File: src/design/lsc_defs.vh
// Register offsets, field positions, reset values and divider counts
`ifndef LSC_DEFS_VH
`define LSC_DEFS_VH
`define LSC_ADDR_W        7
`define LSC_OFF_CTRL      7'h13
`define LSC_OFF_DUTY      7'h14
`define LSC_OFF_RAM_FIRST 7'h50
`define LSC_OFF_RAM_LAST  7'h6f
`define LSC_CTRL_SHOW     0
`define LSC_CTRL_PSW      1
`define LSC_CTRL_LOWPWR   2
`define LSC_CTRL_RESET    3'h0
`define LSC_DUTY_RESET    4'h0
`define LSC_DUTY_QUARTER  2'h0
`define LSC_DUTY_THIRD    2'h1
`define LSC_DUTY_HALF     2'h2
`define LSC_DUTY_STATIC   2'h3
`define LSC_SEL_SUB64     2'h0
`define LSC_SEL_SYS256    2'h1
`define LSC_SEL_SYS2048   2'h2
`define LSC_SEL_SPECIAL   2'h3
`define LSC_DIV_SUB       64
`define LSC_DIV_SYS_A     256
`define LSC_DIV_SYS_B     2048
`define LSC_DIV_SYS_SPEC  4096
`define LSC_DIV_SUB_SPEC  512
`define LSC_LAST_SUB      12'd63
`define LSC_LAST_SYS_A    12'd255
`define LSC_LAST_SYS_B    12'd2047
`define LSC_LAST_SYS_SPEC 12'd4095
`define LSC_LAST_SUB_SPEC 12'd511
`define LSC_NUM_SEG       32
`endif

File: src/design/lsc_tick_gen.v
// Reference tick generator: counts qualified source ticks
`timescale 1ns/1ps
`default_nettype none
module lsc_tick_gen (
  input  wire        clk,
  input  wire        sys_rst,
  input  wire        src_tick,
  input  wire [11:0] div_last,
  output reg         tick
);
  reg [11:0] cnt;

  always @(posedge clk or posedge sys_rst) begin
    if (sys_rst) begin
      cnt  <= 12'h000;
      tick <= 1'b0;
    end else begin
      tick <= 1'b0;
      if (src_tick) begin
        if (cnt >= div_last) begin
          cnt  <= 12'h000;
          tick <= 1'b1;
        end else begin
          cnt <= cnt + 12'h001;
        end
      end
    end
  end
endmodule // lsc_tick_gen
`default_nettype wire

File: src/design/lsc_lcd_ctrl.v
// Multiplexed LCD segment controller with dual-port display memory
//
// Added by the designer: strobed register access.
`timescale 1ns/1ps
`default_nettype none
`include "lsc_defs.vh"

module lsc_lcd_ctrl (
  input  wire                    clk,
  input  wire                    sys_rst,
  input  wire [`LSC_ADDR_W-1:0]  reg_addr,
  input  wire [3:0]              reg_wdata,
  input  wire                    reg_wr,
  input  wire                    reg_rd,
  output reg  [3:0]              reg_rdata,
  input  wire                    sub_tick_pin,
  input  wire                    sys_div_tick,
  input  wire                    low_power_mode,
  input  wire                    timer_a_mode_bit3,
  output reg  [3:0]              com_active,
  output reg  [3:0]              com_phase,
  output reg  [`LSC_NUM_SEG-1:0] column_drive_line,
  output reg  [`LSC_NUM_SEG-1:0] column_phase,
  output reg                     power_switch_on,
  output reg                     top_bias_rail_at_supply,
  output reg                     outputs_grounded
);
  reg [2:0]  display_control_reg;
  reg [3:0]  duty_and_tick_reg;
  reg [3:0]  disp_mem [0:`LSC_NUM_SEG-1];
  reg        sub_meta;
  reg        sub_sync;
  reg        sub_prev;
  reg [1:0]  slot;
  reg        half_phase;
  reg [11:0] div_last;
  reg        src_tick;
  reg [`LSC_NUM_SEG-1:0] next_cols;
  reg [3:0]  next_com;
  wire       sub_tick;
  wire       lcd_tick;
  wire       ram_hit;
  wire [4:0] ram_idx;
  integer    i;
  integer    j;

  // Number of commons minus one for a duty code
  function [1:0] last_slot;
    input [1:0] duty;
    begin
      case (duty)
        `LSC_DUTY_QUARTER: last_slot = 2'h3;
        `LSC_DUTY_THIRD:   last_slot = 2'h2;
        `LSC_DUTY_HALF:    last_slot = 2'h1;
        default:           last_slot = 2'h0;
      endcase
    end
  endfunction

  // Subclock edge from a pin, synchronised
  always @(posedge clk or posedge sys_rst) begin
    if (sys_rst) begin
      sub_meta <= 1'b0;
      sub_sync <= 1'b0;
      sub_prev <= 1'b0;
    end else begin
      sub_meta <= sub_tick_pin;
      sub_sync <= sub_meta;
      sub_prev <= sub_sync;
    end
  end
  assign sub_tick = sub_sync & ~sub_prev;

  assign ram_hit = (reg_addr >= `LSC_OFF_RAM_FIRST) && (reg_addr <= `LSC_OFF_RAM_LAST);
  assign ram_idx = reg_addr[4:0] - 5'h10;

  // Register and memory writes; control registers are write-only
  always @(posedge clk or posedge sys_rst) begin
    if (sys_rst) begin
      display_control_reg <= `LSC_CTRL_RESET;
      duty_and_tick_reg   <= `LSC_DUTY_RESET;
      reg_rdata           <= 4'h0;
      for (i = 0; i < `LSC_NUM_SEG; i = i + 1) begin
        disp_mem[i] <= 4'h0;
      end
    end else begin
      if (reg_wr) begin
        if (reg_addr == `LSC_OFF_CTRL) begin
          display_control_reg <= reg_wdata[2:0];
        end else if (reg_addr == `LSC_OFF_DUTY) begin
          duty_and_tick_reg <= reg_wdata;
        end else if (ram_hit) begin
          disp_mem[ram_idx] <= reg_wdata;
        end
      end
      if (reg_rd && ram_hit) begin
        reg_rdata <= disp_mem[ram_idx];
      end else begin
        reg_rdata <= 4'h0;
      end
    end
  end

  // Reference source and divide ratio selection
  always @* begin
    case (duty_and_tick_reg[3:2])
      `LSC_SEL_SUB64: begin
        src_tick = sub_tick;
        div_last = `LSC_LAST_SUB;
      end
      `LSC_SEL_SYS256: begin
        src_tick = sys_div_tick;
        div_last = `LSC_LAST_SYS_A;
      end
      `LSC_SEL_SYS2048: begin
        src_tick = sys_div_tick;
        div_last = `LSC_LAST_SYS_B;
      end
      default: begin
        // Special clock gets its duty factor from the frame counter below
        if (timer_a_mode_bit3) begin
          src_tick = sub_tick;
          div_last = `LSC_LAST_SUB_SPEC;
        end else begin
          src_tick = sys_div_tick;
          div_last = `LSC_LAST_SYS_SPEC;
        end
      end
    endcase
  end

  lsc_tick_gen u_tick (
    .clk      (clk),
    .sys_rst  (sys_rst),
    .src_tick (src_tick),
    .div_last (div_last),
    .tick     (lcd_tick)
  );

  // Slot sequencing: each LCD tick is one slot, so frame = clock x duty
  always @(posedge clk or posedge sys_rst) begin
    if (sys_rst) begin
      slot       <= 2'h0;
      half_phase <= 1'b0;
    end else if (lcd_tick) begin
      if (slot >= last_slot(duty_and_tick_reg[1:0])) begin
        slot       <= 2'h0;
        half_phase <= ~half_phase;
      end else begin
        slot <= slot + 2'h1;
      end
    end
  end

  // Segment data for the active common, read live from memory
  always @* begin
    next_com = 4'h0;
    next_com[slot] = 1'b1;
    for (j = 0; j < `LSC_NUM_SEG; j = j + 1) begin
      next_cols[j] = disp_mem[j][slot] & display_control_reg[`LSC_CTRL_SHOW];
    end
  end

  // Output drive registers
  always @(posedge clk or posedge sys_rst) begin
    if (sys_rst) begin
      com_active              <= 4'h0;
      com_phase               <= 4'h0;
      column_drive_line       <= {`LSC_NUM_SEG{1'b0}};
      column_phase            <= {`LSC_NUM_SEG{1'b0}};
      power_switch_on         <= 1'b0;
      top_bias_rail_at_supply <= 1'b0;
      outputs_grounded        <= 1'b1;
    end else if (low_power_mode && !display_control_reg[`LSC_CTRL_LOWPWR]) begin
      com_active              <= 4'h0;
      com_phase               <= 4'h0;
      column_drive_line       <= {`LSC_NUM_SEG{1'b0}};
      column_phase            <= {`LSC_NUM_SEG{1'b0}};
      power_switch_on         <= 1'b0;
      top_bias_rail_at_supply <= 1'b0;
      outputs_grounded        <= 1'b1;
    end else begin
      com_active              <= next_com;
      com_phase               <= {4{half_phase}};
      column_drive_line       <= next_cols;
      column_phase            <= next_cols ^ {`LSC_NUM_SEG{half_phase}};
      power_switch_on         <= display_control_reg[`LSC_CTRL_PSW];
      top_bias_rail_at_supply <= display_control_reg[`LSC_CTRL_PSW];
      outputs_grounded        <= 1'b0;
    end
  end
endmodule // lsc_lcd_ctrl
`default_nettype wire

File: config.mk
export PLATFORM = sky130hd
export DESIGN_NAME = lsc_lcd_ctrl
export DESIGN_NICKNAME = d
export VERILOG_FILES = /design/src/design/lsc_tick_gen.v /design/src/design/lsc_lcd_ctrl.v
export VERILOG_INCLUDE_DIRS = /design/src /design/src/design
export SDC_FILE = /design/constraint.sdc
export NUM_CORES = 1
export LEC_CHECK = 0
export BUFFER_PORTS_ARGS = -buffer_cell sky130_fd_sc_hd__buf_2
export CORE_MARGIN = 3
export CORE_UTILIZATION = 55
export DETAILED_ROUTE_END_ITERATION = 8
export HOLD_SLACK_MARGIN = 0.1
export PLACE_DENSITY_LB_ADDON = 0.25
export SYNTH_ARGS = -nofsm -noshare
export SYNTH_HDL_FRONTEND = slang
export SYNTH_SLANG_ARGS = --single-unit
File: constraint.sdc
create_clock -name clk -period 18.1 [get_ports clk]
set_clock_uncertainty 0.15 [all_clocks]
set_input_delay 5.43 -clock clk [delete_from_list [all_inputs] [get_ports clk]]
set_output_delay 5.43 -clock clk [all_outputs]
set_load 0.005 [all_outputs]
==> run metrics, run 1 <==
status=finished, final reports clean; Arrival @ worst endpoint=7.53 ns; Hold WC Path Type=flop to flop; TritonCTS clock tree=done; GRT Overall Usage=23.1%; CTS Buf Count=25; Least-Margin Pin Slew=1.08 ns; Sink Count=229; share of cells above drive strength 1=40.6%; Synth Warn #=0; Post-CTS Setup Bufs=0; FF-to-FF path depth=10; Slew HR=27.9%; Register-to-Register Setup Slack=14.99 ns; max reg flops=128; DIE AREA=21900 sq um; Die W=148 um; initial antenna violation count=0; first-pass GRT wire length=40.2 mm; number of synthesized register bits=229; non-filler cells, final=1164; Post-synth ARST share=100%; Die Y=148 um; antenna viol nets, final=0; grt ovf=0; Top FF cell, synth=dfrtp_1; Final Cycle Share=40.3%; Slew Limit Fails=0; Pwr per Cell Area=111 nW/um^2; Max Fclk=137 MHz; critical path class=input port to flop; vias per cell=5.98; kind of start point of the critical path=input port; post-synthesis sequential area ratio=51.7%; synth unique cells=54; post-cts resize count=0; Initial DRC Count=537; Detailed Route WL=24.7 mm; EDFF count, synth=0; HP Start=sub_meta; Pre-antenna DRT Iters=7; via count=6957; most common cell after layout, fill and taps aside=dfrtp_1; Fin. Hold Viols=0; CP Max Fanout=14; clock buffer depth=3; hold buffer count at cts=0; # DRC=0; Reg clk slew, reported paths=0.05 ns; WL/cell=21.2 um; Ant. Diodes=0; Leak Pwr=0.00593 uW; setup TNS=0 ns; nature of the critical path endpoint=flop; area grow syn2layout=12.4%; starting density of the core=56.4%; fin crit period=7.29 ns; fillers=1464; Setup Viol. Count Final=0; number of global-route vias before repair=7174; biggest regs=disp_mem (128), column_drive_line (32), column_phase (32); GP Congestion=0.856; placed cell count=1122; I/O pin count=98; WHS Path Cells=0; RSZ-0062 raised after global routing=false; Synth Cell Area=11100 sq um; commonest non-fill, non-tap cells in the layout=dfrtp_1, mux2_2, buf_2, nor2_1, mux4_2; row cnt=51; Mapped Nets=847; largest net degree at the start of global routing=144; syn avg cell area=13.7 sq um; worst path required time=18.35 ns; Placed Area=11700 sq um; fin util=63.4%; finished layout cell area=12500 sq um; placeable core area=19700 sq um; worst r2r src=duty_and_tick_reg[3]; Nets=919; CTS H-tree lvls=1; Top reg by flops=disp_mem; later-pin clock latency in the skew report=0.51 ns; cells after synthesis=812; PortBufs=97; root buffer cell=clkbuf_16; r2r endpoint=u_tick.cnt[11]; placed wire-length estimate=16.4 mm; max cap viols=0; VDD IR max=0.0527 mV; WHS Endpoint=sub_sync
synthesized netlist by cell type (all sizes together) (6+ instances only):
cell type  number  share of area [%]
nor3            8               0.54
mux2i           7               0.63
o21ai          15               0.68
mux4           65                 13
nand4           7               0.45
ha             16                1.8
nor2           96                3.3
nor2b          23                1.4
clkbuf         30                1.0
xor2           32                2.5
a21oi           7               0.35
nand2          41                1.4
and3            6               0.34
nand3           8               0.41
a22o           12               0.95
buf            27                1.6
dfrtp         228                 51
mux2          136                 14
inv             8               0.27
layout make-up:
cell class	instances	area (sq um)	area share [%]
Sequential cell	229	5740	46.0
Clock inverter	4	47.5	0.382
Multi-Input combinational cell	518	5040	40.5
Tap cell	265	332	2.66
Inverter	8	37.5	0.301
Clock buffer	38	744	5.97
Timing Repair Buffer	102	523	4.20
worst max-delay path, cell delays in order:
cell     delay [ns]
buf_2          0.13
nor2b_4        0.19
inv_1          0.06
ha_1           0.30
a21oi_1        0.08
nor3_1         0.25
nor4_2         0.08
a21oi_2        0.53
o21ai_0        0.20
a22o_1         0.28
routing by layer:
metal | global-route usage (%) | vias to the layer above | part of all wire, %
li1 | - | 3056 | -
met1 | 32.7 | 3604 | 42
met2 | 37.6 | 248 | 49
met3 | 3.03 | 49 | 6.4
met4 | 7.62 | 0 | 3.0
met5 | 0 | - | 0
stage by stage:
step / setup WS, ns / hold WS (ns) / power (uW)
final: 10.81 / 0.198 / 1380
after global routing: 10.64 / 0.220 / 1450
after CTS: 10.83 / 0.201 / 1400
after detailed placement: 10.30 / 0.188 / 908
after global placement: 10.39 / 0.187 / 897
after floorplan: 6.25 / 0.181 / 827
power by group:
group	switching, uW	total, uW	internal [uW]
clock	192	487	295
sequential	66.4	635	569
combinational	128	260	132
kinds of logic (layout without fill, tap and decap cells):
group	Yosys count	after routing	share of synthesized area, %
adders and majority gates	16	16	1.81
and+or+nand+nor	210	210	10.1
muxes	208	208	27.7
AOI/OAI and AO/OA	51	51	3.25
xor gates and xnor gates	33	33	2.61
DFF	229	229	51.7
buffers and inverters	65	152	2.89
worst max-delay path by stage:
stage | startpoint | to | slack [ns] | cells past startpoint
final | timer_a_mode_bit3 | u_tick.cnt[11] | 10.81 | 10
after floorplan | sys_rst | column_drive_line[0] | 6.25 | 1
after CTS | timer_a_mode_bit3 | u_tick.cnt[11] | 10.83 | 10
after global routing | reg_addr[0] | reg_rdata[2] | 10.64 | 8
after detailed placement | timer_a_mode_bit3 | u_tick.cnt[7] | 10.30 | 10
after global placement | reg_addr[0] | reg_rdata[2] | 10.39 | 8
(Power assumes the default switching activity.)
==> run 2: changes to the inputs <==
--- a/config.mk
+++ b/config.mk
@@ -6,9 +6,10 @@
 export SDC_FILE = /design/constraint.sdc
 export NUM_CORES = 1
 export LEC_CHECK = 0
+export ABC_AREA = 1
 export BUFFER_PORTS_ARGS = -buffer_cell sky130_fd_sc_hd__buf_2
 export CORE_MARGIN = 3
-export CORE_UTILIZATION = 55
+export CORE_UTILIZATION = 54
 export DETAILED_ROUTE_END_ITERATION = 8
 export HOLD_SLACK_MARGIN = 0.1
 export PLACE_DENSITY_LB_ADDON = 0.25
==> constraint.sdc (replaced) <==
create_clock -name clk -period 6.01 [get_ports clk]
set_clock_uncertainty 0.15 [all_clocks]
set_input_delay 1.803 -clock clk [delete_from_list [all_inputs] [get_ports clk]]
set_output_delay 1.803 -clock clk [all_outputs]
set_load 0.005 [all_outputs]
==> run metrics, run 2 <==
status=finished, final reports clean; Synth Area in XOR/XNOR=0.457% (-2.2 points); Final Cycle Share=59.6%; multi-input logic area=4920 sq um (-2.3%); CTS H-tree lvls=1 (unchanged); nature of the critical path endpoint=flop; PortBufs=97 (unchanged); Initial DRC Count=894 (+66%); r2r endpoint=column_phase[8]; Detailed Route WL=31.6 mm (+28%); share of power burned in registers=39.9% (-6.1 points); Pwr per Cell Area=359 nW/um^2 (+220%); synthesized-area fraction occupied by adder cells=1.74% (-0.065 points); Int Power=3090 uW (+210%); Reg clk slew, reported paths=0.06 ns (about the same); max cap viols=0 (unchanged); synth unique cells=33 (-39%); root buffer cell=clkbuf_16; fin crit period=3.58 ns; WHS Path Cells=0 (unchanged); Mapped Nets=1469 (+73%); GRT Overall Usage=27.0% (+3.9 points); number of global-route vias before repair=9276 (+29%); Top reg by flops=disp_mem; GP Congestion=0.973 (+14%); placeable core area=20600 sq um (+4.6%); CP Max Fanout=24 (+10); area grow syn2layout=12.9%; Synth Area in Compound Gates=15.2% (+12 points); main combinational cell family by area after synthesis=simple AND/OR/NAND/NOR gates; Least-Margin Pin Slew=1.13 ns (+0.0503 ns); post-cts resize count=0 (unchanged); M3 GR Usage=4.61% (+1.6 points); Die Y=152 um (+2.7%); Die W=152 um (+2.7%); Leak Pwr=0.00673 uW (+14%); critical path class=input port to flop; biggest regs=disp_mem (128), column_drive_line (32), column_phase (32); post-synth top area cell=dfrtp_1; commonest non-fill, non-tap cells in the layout=nand2_1, dfrtp_1, nor2_1, o21ai_0, inv_1; clock buffer depth=3 (unchanged); most frequent cell after synthesis=nand2_1; CP most frequent cell=nand2_1; Fin. Hold Viols=0 (unchanged); post-synthesis sequential area ratio=49.8% (-1.9 points); Max Fclk=279 MHz; Setup Viol. Count Final=0 (unchanged); GR Util met2=40.6% (+3.0 points); via count=10000 (+44%); Final Worst Setup Slack=2.43 ns (-8.39 ns); placed wire-length estimate=21.2 mm (+30%); CP bufs+invs=3 (+1); fillers=1775 (+21%); Post-synth ARST share=100% (unchanged); leading post-synthesis cells by cell area=dfrtp_1, nand2_1, o21ai_0; Top FF cell, synth=dfrtp_1; FF-to-FF path depth=8 (-2); grt ovf=0 (unchanged); Gate power share=25.6% (+6.8 points); Clock power frac=34.5% (-0.7 points); tightest hold margin=0.203 ns (+0.00567 ns); initial antenna violation count=0 (unchanged); max reg flops=128 (unchanged); Yosys top cell area share=49.6% (-1.8 points); Ant. Diodes=0 (unchanged); CP delay by family, top=simple AND/OR/NAND/NOR gates; most common cell after layout, fill and taps aside=nand2_1; largest net degree at the start of global routing=151 (+4.9%); share of cells above drive strength 1=14.2% (-26 points); I/O pin count=98 (unchanged); worst r2r src=slot[0]; M1 GR Usage=40.5% (+7.8 points); RSZ-0062 raised after global routing=false; CP max stage cell=nand2_1; setup TNS=0 ns (unchanged); Hold WC Path Type=flop to flop; Top Usage Layer GRT=met2; EDFF count, synth=0 (unchanged); WHS Endpoint=sub_sync; DIE AREA=23100 sq um (+5.4%); Net Sw Frac=33.8% (+5.8 points); Arrival @ worst endpoint=3.86 ns (-3.67 ns); HP Start=sub_meta; number of synthesized register bits=229 (unchanged); vias per cell=5.61 (-6.2%); Synth Cell Area=11500 sq um (+3.7%); multiplexer area fraction after synthesis=0% (-28 points); cells after synthesis=1434 (+77%); syn avg cell area=8.02 sq um (-41%); Register-to-Register Setup Slack=3.21 ns (-11.78 ns); simple-gate share of the synthesized area=25.4% (+15 points); WL/cell=17.7 um (-17%); worst slack, placed=1.94 ns (-8.36 ns); VDD IR max=0.192 mV (+260%); FF/Latch Area=5730 sq um (about the same); Pre-antenna DRT Iters=5 (-2); Slew Limit Fails=0 (unchanged); hold buffer count at cts=0 (unchanged); Synth Warn #=0 (unchanged); row cnt=52 (+2.0%); CP Cell Sequence=buf_2, inv_2, nand2_1, inv_1, nand2_1, nand4_1, nand2_1, nand3_1, nor2_1, nor2_1; most instantiated cells after synthesis=nand2_1, dfrtp_1, nor2_1; Sw Pwr=1570 uW (+310%); Sink Count=229 (unchanged); Nets=1536 (+67%); worst path required time=6.28 ns (-12.07 ns); slowest stage delay, CP=0.83 ns (+0.30 ns); antenna viol nets, final=0 (unchanged); kind of start point of the critical path=input port; # DRC=0 (unchanged); later-pin clock latency in the skew report=0.54 ns (+0.03 ns); CTS Buf Count=25 (unchanged); starting density of the core=55.9% (-0.48 points); TritonCTS clock tree=done; Slew HR=24.4% (-3.5 points); Post-CTS Setup Bufs=0 (unchanged); first-pass GRT wire length=51.0 mm (+27%)
[run 2: cell families after synthesis]
kind of cell | Yosys count
xor+xnor | 6
fa+ha+maj | 16
compound gates | 329
flops | 229
simple gates | 648
buf+inv | 206
[run 2: metrics by stage]
| step | total power, uW | instance area (sq um) | std cells | utilization, % |
|---|---|---|---|---|
| after floorplan | 2640 | 11500 | 1434 | - |
| after global routing | 4900 | 13000 | 1787 | 63.2 |
| after detailed placement | 3050 | 12100 | 1744 | 58.9 |
| after CTS | 4650 | 13000 | 1787 | 63.2 |
| after global placement | 3020 | 12100 | 1744 | 58.9 |
| final | 4660 | 13000 | 1787 | 63.2 |
[run 2: metal layers]
metal  vias to the layer above  share of wire, %
met4                         0               3.5
met5                         -                 0
li1                       4741                 -
met2                       536                44
met3                        86               9.5
met1                      4657                44
[run 2: how the worst max path moves through the flow]
stage	depth (start not counted)	startpoint	to
6_report	10	reg_addr[1]	reg_rdata[2]
5_1_grt	8	reg_addr[0]	reg_rdata[3]
4_1_cts	10	reg_addr[1]	reg_rdata[2]
3_5_place_dp	10	reg_addr[1]	reg_rdata[2]
3_3_place_gp	10	reg_addr[1]	reg_rdata[2]
2_1_floorplan	1	sys_rst	column_drive_line[0]
[run 2: final cells by class]
| type | count | share of cell area, % |
|---|---|---|
| Timing Repair Buffer | 111 | 4.64 |
| Inverter | 135 | 3.99 |
| Sequential cell | 229 | 44.1 |
| Multi-Input combinational cell | 999 | 37.9 |
| Clock inverter | 5 | 0.886 |
| Tap cell | 270 | 2.60 |
| Clock buffer | 38 | 5.81 |
[run 2: power by group through the flow]
stage | Clock (uW) | Combinational [uW] | Sequential (uW)
floorplan | 0 | 803 | 1840
CTS | 1620 | 1170 | 1860
finish | 1610 | 1190 | 1860
detailed placement | 0 | 1160 | 1880
global placement | 0 | 1140 | 1880
global route | 1690 | 1330 | 1880
